==> config.mk <==
export PLATFORM = sky130hd
export DESIGN_NAME = parity_dram_board_controller
export DESIGN_NICKNAME = d
export VERILOG_FILES = /design/src/design/dram_ctl_pkg.sv /design/src/design/parity_dram_board_controller.sv
export SDC_FILE = /design/constraint.sdc
export NUM_CORES = 1
export LEC_CHECK = 0
export ABC_AREA = 1
export BUFFER_PORTS_ARGS = -buffer_cell sky130_fd_sc_hd__buf_2
export CORE_MARGIN = 2
export CORE_UTILIZATION = 52
export DETAILED_ROUTE_END_ITERATION = 8
export HOLD_SLACK_MARGIN = 0.05
export PLACE_DENSITY = 0.8
export RECOVER_POWER = 100
export SYNTH_ARGS = -nofsm -noshare
export SYNTH_HDL_FRONTEND = slang
export SYNTH_SLANG_ARGS = --single-unit
==> constraint.sdc <==
create_clock -name clk_i -period 2.9 [get_ports clk_i]
set_input_delay 0.145 -clock clk_i [delete_from_list [all_inputs] [get_ports clk_i]]
set_output_delay 0.145 -clock clk_i [all_outputs]
set_load 0.01 [all_outputs]
==> src/design/dram_ctl_pkg.sv <==
// Shared constants and carrier types for the parity DRAM board controller.
package dram_ctl_pkg;
	localparam int CLK_NS = 40;
	localparam int REFRESH_INTERVAL_NS = 16000;
	localparam int REFRESH_INTERVAL_CYC = REFRESH_INTERVAL_NS / CLK_NS;
	localparam int REFRESH_MAX_NS = 550;
	localparam int REFRESH_CYC = REFRESH_MAX_NS / CLK_NS;
	localparam int CYCLE_MAX_NS = 500;
	localparam int CYCLE_MAX_CYC = CYCLE_MAX_NS / CLK_NS;
	localparam int ACCESS_NS = 320;
	localparam int ACCESS_CYC = (ACCESS_NS + CLK_NS - 1) / CLK_NS;
	localparam int WINDOW_BLOCKS = 32;
	localparam int BLOCK_LSB = 14;
	localparam int ADDR_W = 24;
	localparam int OFFS_W = 19;
	localparam int BASE_W = 10;
	localparam int BANK_LSB = 17;
	localparam int ROW_LSB = 9;
	localparam int COL_LSB = 1;
	localparam logic [7:0] IO_LOW_RANGE = 8'h00;
	localparam logic [7:0] IO_HIGH_RANGE = 8'h40;
	localparam logic [9:0] FLAG_RESET = 10'h000;
	localparam logic [15:0] DATA_RESET = 16'h0000;

	typedef struct packed {
		logic [ADDR_W-1:0] addr;
		logic [15:0] wdata;
		logic [1:0] byte_en;
	} host_req_t;

	typedef struct packed {
		logic [1:0] bank;
		logic [7:0] row;
		logic [7:0] col;
		logic [17:0] wdata;
		logic [1:0] lane_en;
		logic select;
		logic write;
		logic refresh;
	} ram_ctl_t;

	typedef enum logic [3:0] {
		ST_IDLE = 4'b0001,
		ST_REFRESH = 4'b0010,
		ST_ACCESS = 4'b0100,
		ST_ACK = 4'b1000
	} ctl_state_t;
endpackage

==> src/design/parity_dram_board_controller.sv <==
// Refresh, window decode, byte parity and error flag control for a DRAM board.
// Overview of operation
// - A new refresh operation starts every 16 microseconds.
// - Refresh holds the array at most 550 ns; colliding host accesses wait.
// - Each written byte gets its own parity bit stored beside it.
// - Each read recomputes byte parity and compares it with the stored bits of its enabled byte lanes.
// - A read parity mismatch can raise an interrupt toward the host.
// - A parity error captures the failing row and bank into the flag register.
// - The flag register answers host I/O reads; the host reads the failing location.
// - An indicator output lights once a parity error has been detected.
// - A 512K-byte read/write window is decoded in host memory space.
// - The window base is a static input on any 16K boundary in 16 MB.
// - The flag register I/O address lies in 00H-0FH or 40H-4FH by static input.
// - While the active-low protect input is low, array accesses are refused.
// - A host read or write cycle to the array that meets no refresh completes within 500 ns.
`timescale 1ns/100ps
`default_nettype none
module parity_dram_board_controller (
	input wire logic clk_i,
	input wire logic rst_i,
	input wire dram_ctl_pkg::host_req_t req_i,
	input wire logic mem_rd_i,
	input wire logic mem_wr_i,
	input wire logic io_rd_i,
	input wire logic io_wr_i,
	input wire logic [9:0] base_sel_i,
	input wire logic io_range_sel_i,
	input wire logic [3:0] io_port_sel_i,
	input wire logic protect_n_i,
	input wire logic irq_enable_i,
	input wire logic [17:0] ram_rdata_i,
	output logic ack_o,
	output logic [15:0] rdata_o,
	output logic rdata_oe_o,
	output logic irq_o,
	output logic led_o,
	output dram_ctl_pkg::ram_ctl_t ram_o
);
	function automatic logic odd_par(input logic [7:0] b);
		odd_par = ~(^b);
	endfunction

	dram_ctl_pkg::ctl_state_t state_reg;
	logic [8:0] ref_timer_reg;
	logic ref_pend_reg;
	logic [3:0] cnt_reg;
	logic served_reg;
	logic err_reg;
	logic [9:0] flag_reg;
	logic ack_reg;
	logic [15:0] rdata_reg;
	logic rdata_oe_reg;
	logic irq_reg;
	dram_ctl_pkg::ram_ctl_t ram_reg;
	logic [1:0] lat_be_reg;
	logic lat_write_reg;

	logic [dram_ctl_pkg::BASE_W-1:0] blk;
	logic [dram_ctl_pkg::BASE_W-1:0] blk_off;
	logic mem_hit;
	logic io_hit;
	logic [dram_ctl_pkg::OFFS_W-1:0] offs;
	logic mem_req;
	logic io_req;
	logic [1:0] lane_bad;
	logic par_err;
	logic ref_tick;

	assign blk = req_i.addr[dram_ctl_pkg::ADDR_W-1:dram_ctl_pkg::BLOCK_LSB];
	assign blk_off = blk - base_sel_i;
	// The window is contiguous from the base; the base is trusted not to cross 16 MB.
	assign mem_hit = (blk >= base_sel_i) && (blk_off < 10'(dram_ctl_pkg::WINDOW_BLOCKS));
	assign offs = {blk_off[4:0], req_i.addr[dram_ctl_pkg::BLOCK_LSB-1:0]};
	assign io_hit = req_i.addr[7:0] == ((io_range_sel_i ? dram_ctl_pkg::IO_HIGH_RANGE
		: dram_ctl_pkg::IO_LOW_RANGE) | {4'h0, io_port_sel_i});
	// Protect gates only array traffic, so the flag port stays readable.
	assign mem_req = (mem_rd_i || mem_wr_i) && mem_hit && protect_n_i && !served_reg;
	assign io_req = (io_rd_i || io_wr_i) && io_hit && !served_reg;
	assign ref_tick = ref_timer_reg == 9'(dram_ctl_pkg::REFRESH_INTERVAL_CYC - 1);
	assign lane_bad[0] = lat_be_reg[0] && (odd_par(ram_rdata_i[7:0]) != ram_rdata_i[16]);
	assign lane_bad[1] = lat_be_reg[1] && (odd_par(ram_rdata_i[15:8]) != ram_rdata_i[17]);
	assign par_err = (state_reg == dram_ctl_pkg::ST_ACCESS) && (cnt_reg == 4'h0)
		&& !lat_write_reg && (lane_bad != 2'b00);

	always_ff @(posedge clk_i or posedge rst_i) begin
		if (rst_i) begin
			ref_timer_reg <= 9'h000;
		end else if (ref_tick) begin
			ref_timer_reg <= 9'h000;
		end else begin
			ref_timer_reg <= ref_timer_reg + 9'h001;
		end
	end

	always_ff @(posedge clk_i or posedge rst_i) begin
		if (rst_i) begin
			ref_pend_reg <= 1'b0;
		end else if (ref_tick) begin
			ref_pend_reg <= 1'b1;
		end else if (state_reg == dram_ctl_pkg::ST_IDLE) begin
			ref_pend_reg <= 1'b0;
		end
	end

	// Refresh wins a tie with a host request; the host simply sees a later acknowledge.
	always_ff @(posedge clk_i or posedge rst_i) begin
		if (rst_i) begin
			state_reg <= dram_ctl_pkg::ST_IDLE;
			cnt_reg <= 4'h0;
		end else begin
			case (state_reg)
				dram_ctl_pkg::ST_IDLE: begin
					if (ref_pend_reg) begin
						state_reg <= dram_ctl_pkg::ST_REFRESH;
						cnt_reg <= 4'(dram_ctl_pkg::REFRESH_CYC - 1);
					end else if (mem_req) begin
						state_reg <= dram_ctl_pkg::ST_ACCESS;
						cnt_reg <= 4'(dram_ctl_pkg::ACCESS_CYC - 1);
					end else if (io_req) begin
						state_reg <= dram_ctl_pkg::ST_ACK;
					end
				end
				dram_ctl_pkg::ST_REFRESH: begin
					if (cnt_reg == 4'h0) begin
						state_reg <= dram_ctl_pkg::ST_IDLE;
					end else begin
						cnt_reg <= cnt_reg - 4'h1;
					end
				end
				dram_ctl_pkg::ST_ACCESS: begin
					if (cnt_reg == 4'h0) begin
						state_reg <= dram_ctl_pkg::ST_ACK;
					end else begin
						cnt_reg <= cnt_reg - 4'h1;
					end
				end
				default: begin
					state_reg <= dram_ctl_pkg::ST_IDLE;
				end
			endcase
		end
	end

	always_ff @(posedge clk_i or posedge rst_i) begin
		if (rst_i) begin
			ram_reg <= '0;
			lat_be_reg <= 2'b00;
			lat_write_reg <= 1'b0;
		end else if (state_reg == dram_ctl_pkg::ST_IDLE && ref_pend_reg) begin
			ram_reg <= '0;
			ram_reg.refresh <= 1'b1;
		end else if (state_reg == dram_ctl_pkg::ST_IDLE && mem_req) begin
			ram_reg.bank <= offs[18:dram_ctl_pkg::BANK_LSB];
			ram_reg.row <= offs[16:dram_ctl_pkg::ROW_LSB];
			ram_reg.col <= offs[8:dram_ctl_pkg::COL_LSB];
			ram_reg.wdata <= {odd_par(req_i.wdata[15:8]), odd_par(req_i.wdata[7:0]),
				req_i.wdata};
			ram_reg.lane_en <= req_i.byte_en;
			ram_reg.select <= 1'b1;
			ram_reg.write <= mem_wr_i;
			ram_reg.refresh <= 1'b0;
			lat_be_reg <= req_i.byte_en;
			lat_write_reg <= mem_wr_i;
		end else if (cnt_reg == 4'h0) begin
			ram_reg.select <= 1'b0;
			ram_reg.write <= 1'b0;
			ram_reg.refresh <= 1'b0;
		end
	end

	// A strobe is served once; the host must drop it before the next request.
	always_ff @(posedge clk_i or posedge rst_i) begin
		if (rst_i) begin
			served_reg <= 1'b0;
		end else if (state_reg == dram_ctl_pkg::ST_ACK) begin
			served_reg <= 1'b1;
		end else if (!(mem_rd_i || mem_wr_i || io_rd_i || io_wr_i)) begin
			served_reg <= 1'b0;
		end
	end

	always_ff @(posedge clk_i or posedge rst_i) begin
		if (rst_i) begin
			ack_reg <= 1'b0;
			rdata_reg <= dram_ctl_pkg::DATA_RESET;
			rdata_oe_reg <= 1'b0;
		end else begin
			ack_reg <= (state_reg == dram_ctl_pkg::ST_ACCESS && cnt_reg == 4'h0)
				|| (state_reg == dram_ctl_pkg::ST_IDLE && !ref_pend_reg && !mem_req && io_req);
			rdata_oe_reg <= 1'b0;
			if (state_reg == dram_ctl_pkg::ST_ACCESS && cnt_reg == 4'h0 && !lat_write_reg) begin
				rdata_reg <= ram_rdata_i[15:0];
				rdata_oe_reg <= 1'b1;
			end else if (state_reg == dram_ctl_pkg::ST_IDLE && !ref_pend_reg && !mem_req
				&& io_req && io_rd_i) begin
				rdata_reg <= {5'h00, err_reg, flag_reg};
				rdata_oe_reg <= 1'b1;
			end
		end
	end

	// An I/O write clears the error; a new error in that same cycle still sets it.
	always_ff @(posedge clk_i or posedge rst_i) begin
		if (rst_i) begin
			err_reg <= 1'b0;
			flag_reg <= dram_ctl_pkg::FLAG_RESET;
		end else if (par_err) begin
			err_reg <= 1'b1;
			flag_reg <= {ram_reg.bank, ram_reg.row};
		end else if (state_reg == dram_ctl_pkg::ST_IDLE && !ref_pend_reg && !mem_req
			&& io_req && io_wr_i) begin
			err_reg <= 1'b0;
		end
	end

	always_ff @(posedge clk_i or posedge rst_i) begin
		if (rst_i) begin
			irq_reg <= 1'b0;
		end else begin
			irq_reg <= irq_enable_i && (err_reg || par_err);
		end
	end

	assign ack_o = ack_reg;
	assign rdata_o = rdata_reg;
	assign rdata_oe_o = rdata_oe_reg;
	assign irq_o = irq_reg;
	assign led_o = err_reg;
	assign ram_o = ram_reg;

	// Helper count of refresh cycles, read only by the refresh length checks.
	logic [3:0] ref_run_reg;
	always_ff @(posedge clk_i or posedge rst_i) begin
		if (rst_i) begin
			ref_run_reg <= 4'h0;
		end else if (ram_reg.refresh) begin
			ref_run_reg <= ref_run_reg + 4'h1;
		end else begin
			ref_run_reg <= 4'h0;
		end
	end

	refresh_start_a: assert property (@(posedge clk_i) disable iff (rst_i)
		ref_tick |-> ##[1:14] (state_reg == dram_ctl_pkg::ST_REFRESH))
		else $error("refresh not started after interval");
	refresh_len_a: assert property (@(posedge clk_i) disable iff (rst_i)
		$fell(ram_o.refresh) |-> ref_run_reg == 4'(dram_ctl_pkg::REFRESH_CYC))
		else $error("refresh length wrong");
	refresh_max_a: assert property (@(posedge clk_i) disable iff (rst_i)
		ram_o.refresh |-> ref_run_reg < 4'(dram_ctl_pkg::REFRESH_CYC))
		else $error("refresh held too long");
	write_parity_a: assert property (@(posedge clk_i) disable iff (rst_i)
		ram_o.write |-> ram_o.wdata[16] == ~(^ram_o.wdata[7:0])
		&& ram_o.wdata[17] == ~(^ram_o.wdata[15:8]))
		else $error("write parity wrong");
	flag_capture_a: assert property (@(posedge clk_i) disable iff (rst_i)
		par_err |=> led_o && flag_reg == $past({ram_o.bank, ram_o.row}))
		else $error("flag not captured");
	parity_irq_a: assert property (@(posedge clk_i) disable iff (rst_i)
		(par_err && irq_enable_i) |=> irq_o)
		else $error("interrupt missing");
	protect_block_a: assert property (@(posedge clk_i) disable iff (rst_i)
		!protect_n_i && state_reg == dram_ctl_pkg::ST_IDLE |=> state_reg != dram_ctl_pkg::ST_ACCESS)
		else $error("access while protected");
	cycle_time_a: assert property (@(posedge clk_i) disable iff (rst_i)
		$rose(ram_o.select) |-> ##[1:11] ack_o)
		else $error("array cycle too long");
	io_answer_a: assert property (@(posedge clk_i) disable iff (rst_i)
		(state_reg == dram_ctl_pkg::ST_ACK && !$past(ram_o.select)) |-> ack_o)
		else $error("io port not answered");
	window_hit_a: assert property (@(posedge clk_i) disable iff (rst_i)
		$rose(ram_o.select) |-> $past(mem_hit))
		else $error("access outside window");

	refresh_seen_c: cover property (@(posedge clk_i) disable iff (rst_i) $rose(ram_o.refresh));
	parity_err_c: cover property (@(posedge clk_i) disable iff (rst_i) par_err);
	collision_c: cover property (@(posedge clk_i) disable iff (rst_i)
		state_reg == dram_ctl_pkg::ST_REFRESH && (mem_rd_i || mem_wr_i) && mem_hit);
	io_read_c: cover property (@(posedge clk_i) disable iff (rst_i)
		state_reg == dram_ctl_pkg::ST_IDLE && io_req && io_rd_i);
endmodule // parity_dram_board_controller
`default_nettype wire

# ---- Yosys cells after proc, flatten, opt, wreduce, memory -nomap -nowiden
# Cells that the tools add are included.
dict set report totals {
  regBits 93
  latchBits 0
  ramBits 0
  mem_bits_ro 0
  inputBits 83
  output_inout_bits 61
  word_cells 117
  memories 0
}
dict set report op_classes {
  addsub 3
  n_mul 0
  div_mod_pow 0
  order_cmp 2
  n_eq_ne 14
  n_shift 0
  mux 26
  bitwise 6
  reduce_logical 45
}
# operator count
set ops {}
lappend ops {{$mux W41} 1}
lappend ops {{$mux W38} 1}
lappend ops {{$mux W16} 2}
lappend ops {{$mux W4} 8}
lappend ops {{$reduce_xor A8 Y1} 4}
lappend ops {{$logic_and A1 B1 Y1} 19}
lappend ops {{$pmux W4 S3} 1}
lappend ops {{$reduce_bool A2 Y1} 6}
lappend ops {{$ge A10 B10 Y1} 1}
lappend ops {{$lt A10 B6 Y1 const B} 1}
lappend ops {{$sub A10 B10 Y10} 1}
lappend ops {{$add A9 B1 Y9 const B} 1}
lappend ops {{$eq A9 B9 Y1 const B} 1}
lappend ops {{$mux W9} 1}
lappend ops {{$eq A8 B7 Y1} 1}
lappend ops {{$mux W1} 8}
lappend ops {{$pmux W4 S2} 1}
lappend ops {{$mux W7} 1}
lappend ops {{$or A7 B4 Y7} 1}
lappend ops {{$logic_or A1 B1 Y1} 6}
lappend ops {{$mux W3} 2}
lappend ops {{$ne A2 B2 Y1 const B} 3}
lappend ops {{$reduce_and A3 Y1} 2}
lappend ops {{$not A1 Y1} 5}
lappend ops {{other kinds (14)} 18}

# ---- Depth between registers and ports, before layout
dict set report depth {
  depth_word 12
  ltp_mapped 19
  ltp_nobuf 18
}

# ---- Worst setup path before layout
# Ideal clock, no wire load.
dict set report synth_timing {
  path_kind {input-to-reg}
  startpoint {input req_i[32] in the netlist's numbering}
  endpoint {register ram_reg, in the netlist ram_o[0]}
  setup_ns 0.121
  arrival_time_ns 1.837
  required_ns 2.779
  path_slack_ns 0.942
  path_stages 16
  n_path_buf 1
  path_cell_list {inv_1 > ha_1 > fa_1 > inv_1 > nand4_1 > nand3_1 > nand2_1 > nor2_2 > nand2_1 > nor2_2 > nand3_2 > nand2_4 > inv_4 > buf_6 > nand3_1 > nand2_1}
}
dict set report synth_via {
  elab_chain_len 9
  elab_cells_between_ends 11
  cone_classes {add/sub (1); order compare (2); mux (2); reduce/logical (6)}
}
# item line
set synth_rtl {}
lappend synth_rtl {{start, declared} parity_dram_board_controller.sv:21} ;# input wire dram_ctl_pkg::host_req_t req_i,
lappend synth_rtl {{$sub A10 B10 Y10} parity_dram_board_controller.sv:70} ;# assign blk_off = blk - base_sel_i;
lappend synth_rtl {{$lt A10 B6 Y1} parity_dram_board_controller.sv:72} ;# assign mem_hit = (blk >= base_sel_i) && (blk_off < 10'(dram_ctl_pkg::WINDOW_BLOCKS));
lappend synth_rtl {{$logic_and A1 B1 Y1 *} parity_dram_board_controller.sv:72}
lappend synth_rtl {{$logic_and A1 B1 Y1 * (3 in a row)} parity_dram_board_controller.sv:77} ;# assign mem_req = (mem_rd_i || mem_wr_i) && mem_hit && protect_n_i && !served_reg;
lappend synth_rtl {{$logic_and A1 B1 Y1 *} parity_dram_board_controller.sv:152} ;# end else if (state_reg == dram_ctl_pkg::ST_IDLE && mem_req) begin
lappend synth_rtl {{$mux W3} parity_dram_board_controller.sv:152}
lappend synth_rtl {{$mux W41} parity_dram_board_controller.sv:149} ;# end else if (state_reg == dram_ctl_pkg::ST_IDLE && ref_pend_reg) begin
lappend synth_rtl {{end, declared} parity_dram_board_controller.sv:54} ;# dram_ctl_pkg::ram_ctl_t ram_reg;
# Mark *: on every way between the ends. The rest lies on a longest branch, timed or not.
# A chain may end at the register's enable or synchronous reset.

# ---- Worst setup path after layout
dict set report layout_timing {
  startpoint {input req_i[23] in the netlist's numbering}
  endpoint {register rdata_reg[0], in the netlist rdata_o[0]}
}
dict set report layout_via {
  elab_chain_len 6
}
# item line
set layout_rtl {}
lappend layout_rtl {{$eq A8 B7 Y1} parity_dram_board_controller.sv:74} ;# assign io_hit = req_i.addr[7:0] == ((io_range_sel_i ? dram_ctl_pkg::IO_HIGH_RANGE
lappend layout_rtl {{$logic_and A1 B1 Y1 (2 in a row)} parity_dram_board_controller.sv:78} ;# assign io_req = (io_rd_i || io_wr_i) && io_hit && !served_reg;
lappend layout_rtl {{$logic_and A1 B1 Y1 (2 in a row)} parity_dram_board_controller.sv:195} ;# && io_req && io_rd_i) begin
lappend layout_rtl {{$reduce_bool A2 Y1 (no line)} n/a}
lappend layout_rtl {{end signal, assigned} parity_dram_board_controller.sv:185} ;# rdata_reg <= dram_ctl_pkg::DATA_RESET;
lappend layout_rtl {{end signal, assigned} parity_dram_board_controller.sv:192} ;# rdata_reg <= ram_rdata_i[15:0];
lappend layout_rtl {{end signal, assigned} parity_dram_board_controller.sv:196} ;# rdata_reg <= {5'h00, err_reg, flag_reg};
lappend layout_rtl {{end, declared} parity_dram_board_controller.sv:51} ;# logic [15:0] rdata_reg;
# Every way passes these cells.

==> run_results.csv <==
group,metric,value,unit
logic_synthesis,yosysTopAreaCellShare,47.1,%
global_routing,grt_usage,24.7,%
final_layout,insertedDiodeCount,0,
worst_setup_path,cp-end-kind,"register",
final_layout,final_cell_mix,"nand2_1, dfrtp_1, buf_2",
worst_hold_path,hp-class,"in2reg",
power,powerDensity,587,mW/mm^2
power,clkPwrFrac,25.0,%
logic_synthesis,seq_area_frac_synth,47.6,%
logic_synthesis,synth_ff_type,"dfrtp_1",
power,seq_power_share,48.1,%
worst_setup_path,crit_path_cell_trace,"dlygate4sd3_1, buf_2, or2_0, nor3_1, nand4_1, nor3_1, nand4_2, buf_4, nand2_1, nand2_1, nand2_1",
logic_synthesis,synth-seq-cells,93,
timing,tns,0,ns
floorplan,core,0.00920,mm^2
global_routing,antenna_found_initial,0,
logic_synthesis,synth_edf_count,0,
drt,drt_iter0_drc,238,
timing,rsz0062_at_grt,"no",
cts,clk_pin_slew,0.09,ns
timing,fin_skew,0.00800,ns
final_layout,drive_gt1_share,14.4,%
worst_hold_path,min_to,"rdata_o[11]",
global_routing,grt_overflow_total,0,
worst_setup_path,reg2reg_from,"state_reg[0]",
place,dp_hpwl,8680,um
global_routing,grt_pass1_wl,20100,um
worst_setup_path,crit_type,"in2reg",
logic_synthesis,synth_cell_type_count,38,
drt,drcViolationCount,0,
cts,cts_sinks,93,
logic_synthesis,synth_area,0.00489,mm^2
cts,cts_root_buffer,"clkbuf_8",
timing,hold_violations,0,
power,ir_drop,0.000320,V
drt,wl_per_cell,13.0,um
status,status,"completed",
place,port_buffers,143,
cts,ctsHoldBuffers,37,
worst_setup_path,cp_top_family,"simple AND/OR/NAND/NOR gates",
job,cap_violations,0,
floorplan,rows,35,
final_layout,area_growth,26.0,%
logic_synthesis,synthArstFlopShare,100,%
worst_setup_path,path_max_fanout,17,
timing,maxSlewHeadroom,38.0,%
worst_setup_path,crit_buf_inv,3,
logic_synthesis,ys_warn_count,0,
drt,dr.pass1.iters,4,
drt,postRouteAntennaNets,0,
worst_setup_path,worst_setup_path_start_kind,"input port",
logic_synthesis,syn_area_per_cell,7.89,um^2
floorplan,io_pins,144,
logic_synthesis,synth_top_area_cell,"dfrtp_1",
drt,routed_via_density,4.94,
cts,post_cts_resized,0,
final_layout,stdcell_count,919,
cts,cts_buffers,9,
drt,num_vias,4539,
worst_hold_path,min_path_cells,3,
worst_setup_path,r2r_cells,9,
final_layout,nNetsFinal,899,
power,combPwrFrac,26.9,%
worst_setup_path,arrival,2.73,ns
global_routing,grt_start_max_net_pins,40,
cts,cts_tree,"yes",
timing,finalSetupViolations,0,
worst_setup_path,cpMostUsedCell,"nand2_1",
place,dp_cells,866,
cts,cts_setup_buffers,0,
worst_hold_path,min_from,"ram_rdata_i[11]",
logic_synthesis,synthCells,620,
global_routing,grt_pass1_vias,4549,
place,gp_congestion,0.838,
worst_setup_path,slowest_delay,0.53,ns
floorplan,dieArea,0.0102,mm^2
floorplan,die_w,101,um
floorplan,initial_utilization,53.2,%
cts,insertion_delay,0.35,ns
timing,finalCritPeriodShare,84.4,%
floorplan,die_h,101,um
final_layout,final_common_cell,"nand2_1",
power,power_leakage,3.36,nW
logic_synthesis,synth_area_leaders,"dfrtp_1, nand2_1, inv_1",
final_layout,largest_register_ffs,41,
timing,slew_viol_final,0,
worst_setup_path,crit_slowest_cell,"dlygate4sd3_1",
cts,ctsHtreeMaxLevel,3,
cts,clock_path_buffers,2,
power,p_sw,0.00122,W
logic_synthesis,synthesis.nets,716,
worst_setup_path,r2r_setup_slack,0.63,ns
power,p_int,0.00240,W
worst_setup_path,reg2reg_to,"rdata_o[0]",
drt,routed_wl,11900,um
worst_setup_path,cp.required,3.18,ns
power,p_sw_share,33.6,%
timing,tightest_slew,0.930,ns
timing,fin_crit,2.45,ns
timing,clock.fmax,409,MHz
[area by class of cell]
cell class	count	area [um^2]
well taps	111	139
clock buffers	12	155
inverters	70	267
repair buffers	185	1040
clock inverters	4	55.1
flip-flops and latches	93	2330
multi-input cells	444	2180
fillers	773	3030
[routing by layer]
metal / wire (um) / GRT usage [%] / up-vias
li1: - / - / 2284
met1: 5200 / 31.6 / 2116
met2: 6000 / 43.4 / 127
met3: 595 / 4.58 / 12
met4: 145 / 6.34 / 0
met5: 0 / 0 / -
[power groups by stage]
stage               Combinational (W)  Clock, W  Sequential (W)
floorplan                    0.000457         0         0.00185
global placement             0.000973         0         0.00175
detailed placement            0.00101         0         0.00176
CTS                           0.00105  0.000916         0.00174
global route                  0.00111  0.000969         0.00177
finish                       0.000974  0.000903         0.00174
[worst reg2reg max path: cells and delay by family, from the launching register on]
| family | cells | cell delay, ns |
|---|---|---|
| and+or+nand+nor | 6 | 1.23 |
| DFF | 1 | 0.57 |
| buffers and inverters | 3 | 0.41 |
[kinds of logic (layout without fill, tap and decap cells)]
family | Yosys count | after routing | synth area share [%]
AO/OA/AOI/OAI | 41 | 41 | 4.37
XOR/XNOR | 34 | 34 | 6.09
adder cells (fa/ha/maj) | 13 | 13 | 3.48
buffers and inverters | 83 | 271 | 7.44
flip-flops | 93 | 93 | 47.6
AND/OR/NAND/NOR | 356 | 356 | 31.0
[how the worst max path moves through the flow]
stage | from | to | slack, ns | depth (start not counted)
finish | req_i[23] | rdata_o[0] | 0.45 | 11
global placement | req_i[32] | ram_o[1] | 0.60 | 15
global route | req_i[23] | rdata_o[4] | 0.38 | 11
floorplan | rst_i | ack_o | 0.34 | 1
detailed placement | req_i[32] | ram_o[4] | 0.49 | 15
CTS | req_i[23] | rdata_o[0] | 0.63 | 11
[Yosys cell counts (3+ instances only)]
| cell type | number |
|---|---|
| o21ai_1 | 6 |
| xor2_1 | 11 |
| nor2_1 | 31 |
| inv_2 | 3 |
| inv_1 | 66 |
| nand3_1 | 36 |
| a21oi_1 | 9 |
| buf_6 | 4 |
| nand3b_1 | 3 |
| o21ai_0 | 24 |
| ha_1 | 12 |
| xnor2_1 | 23 |
| buf_4 | 4 |
| nor3_1 | 4 |
| nor2_2 | 3 |
| dfrtp_1 | 92 |
| nand4_1 | 5 |
| nand2_1 | 257 |
| buf_2 | 4 |
[through the flow]
step	instance area, um^2	hold WS (ns)	util [%]	power, W	setup WS [ns]
2_1_floorplan	4890	0.251	-	0.00231	0.336
3_3_place_gp	5690	0.108	61.8	0.00272	0.598
3_5_place_dp	5690	0.119	61.8	0.00277	0.494
4_1_cts	6270	0.0503	68.1	0.00370	0.634
5_1_grt	6160	0.0572	67.0	0.00385	0.376
6_report	6160	0.0543	67.0	0.00362	0.454
No activity file was read; power rests on OpenSTA's default activity.
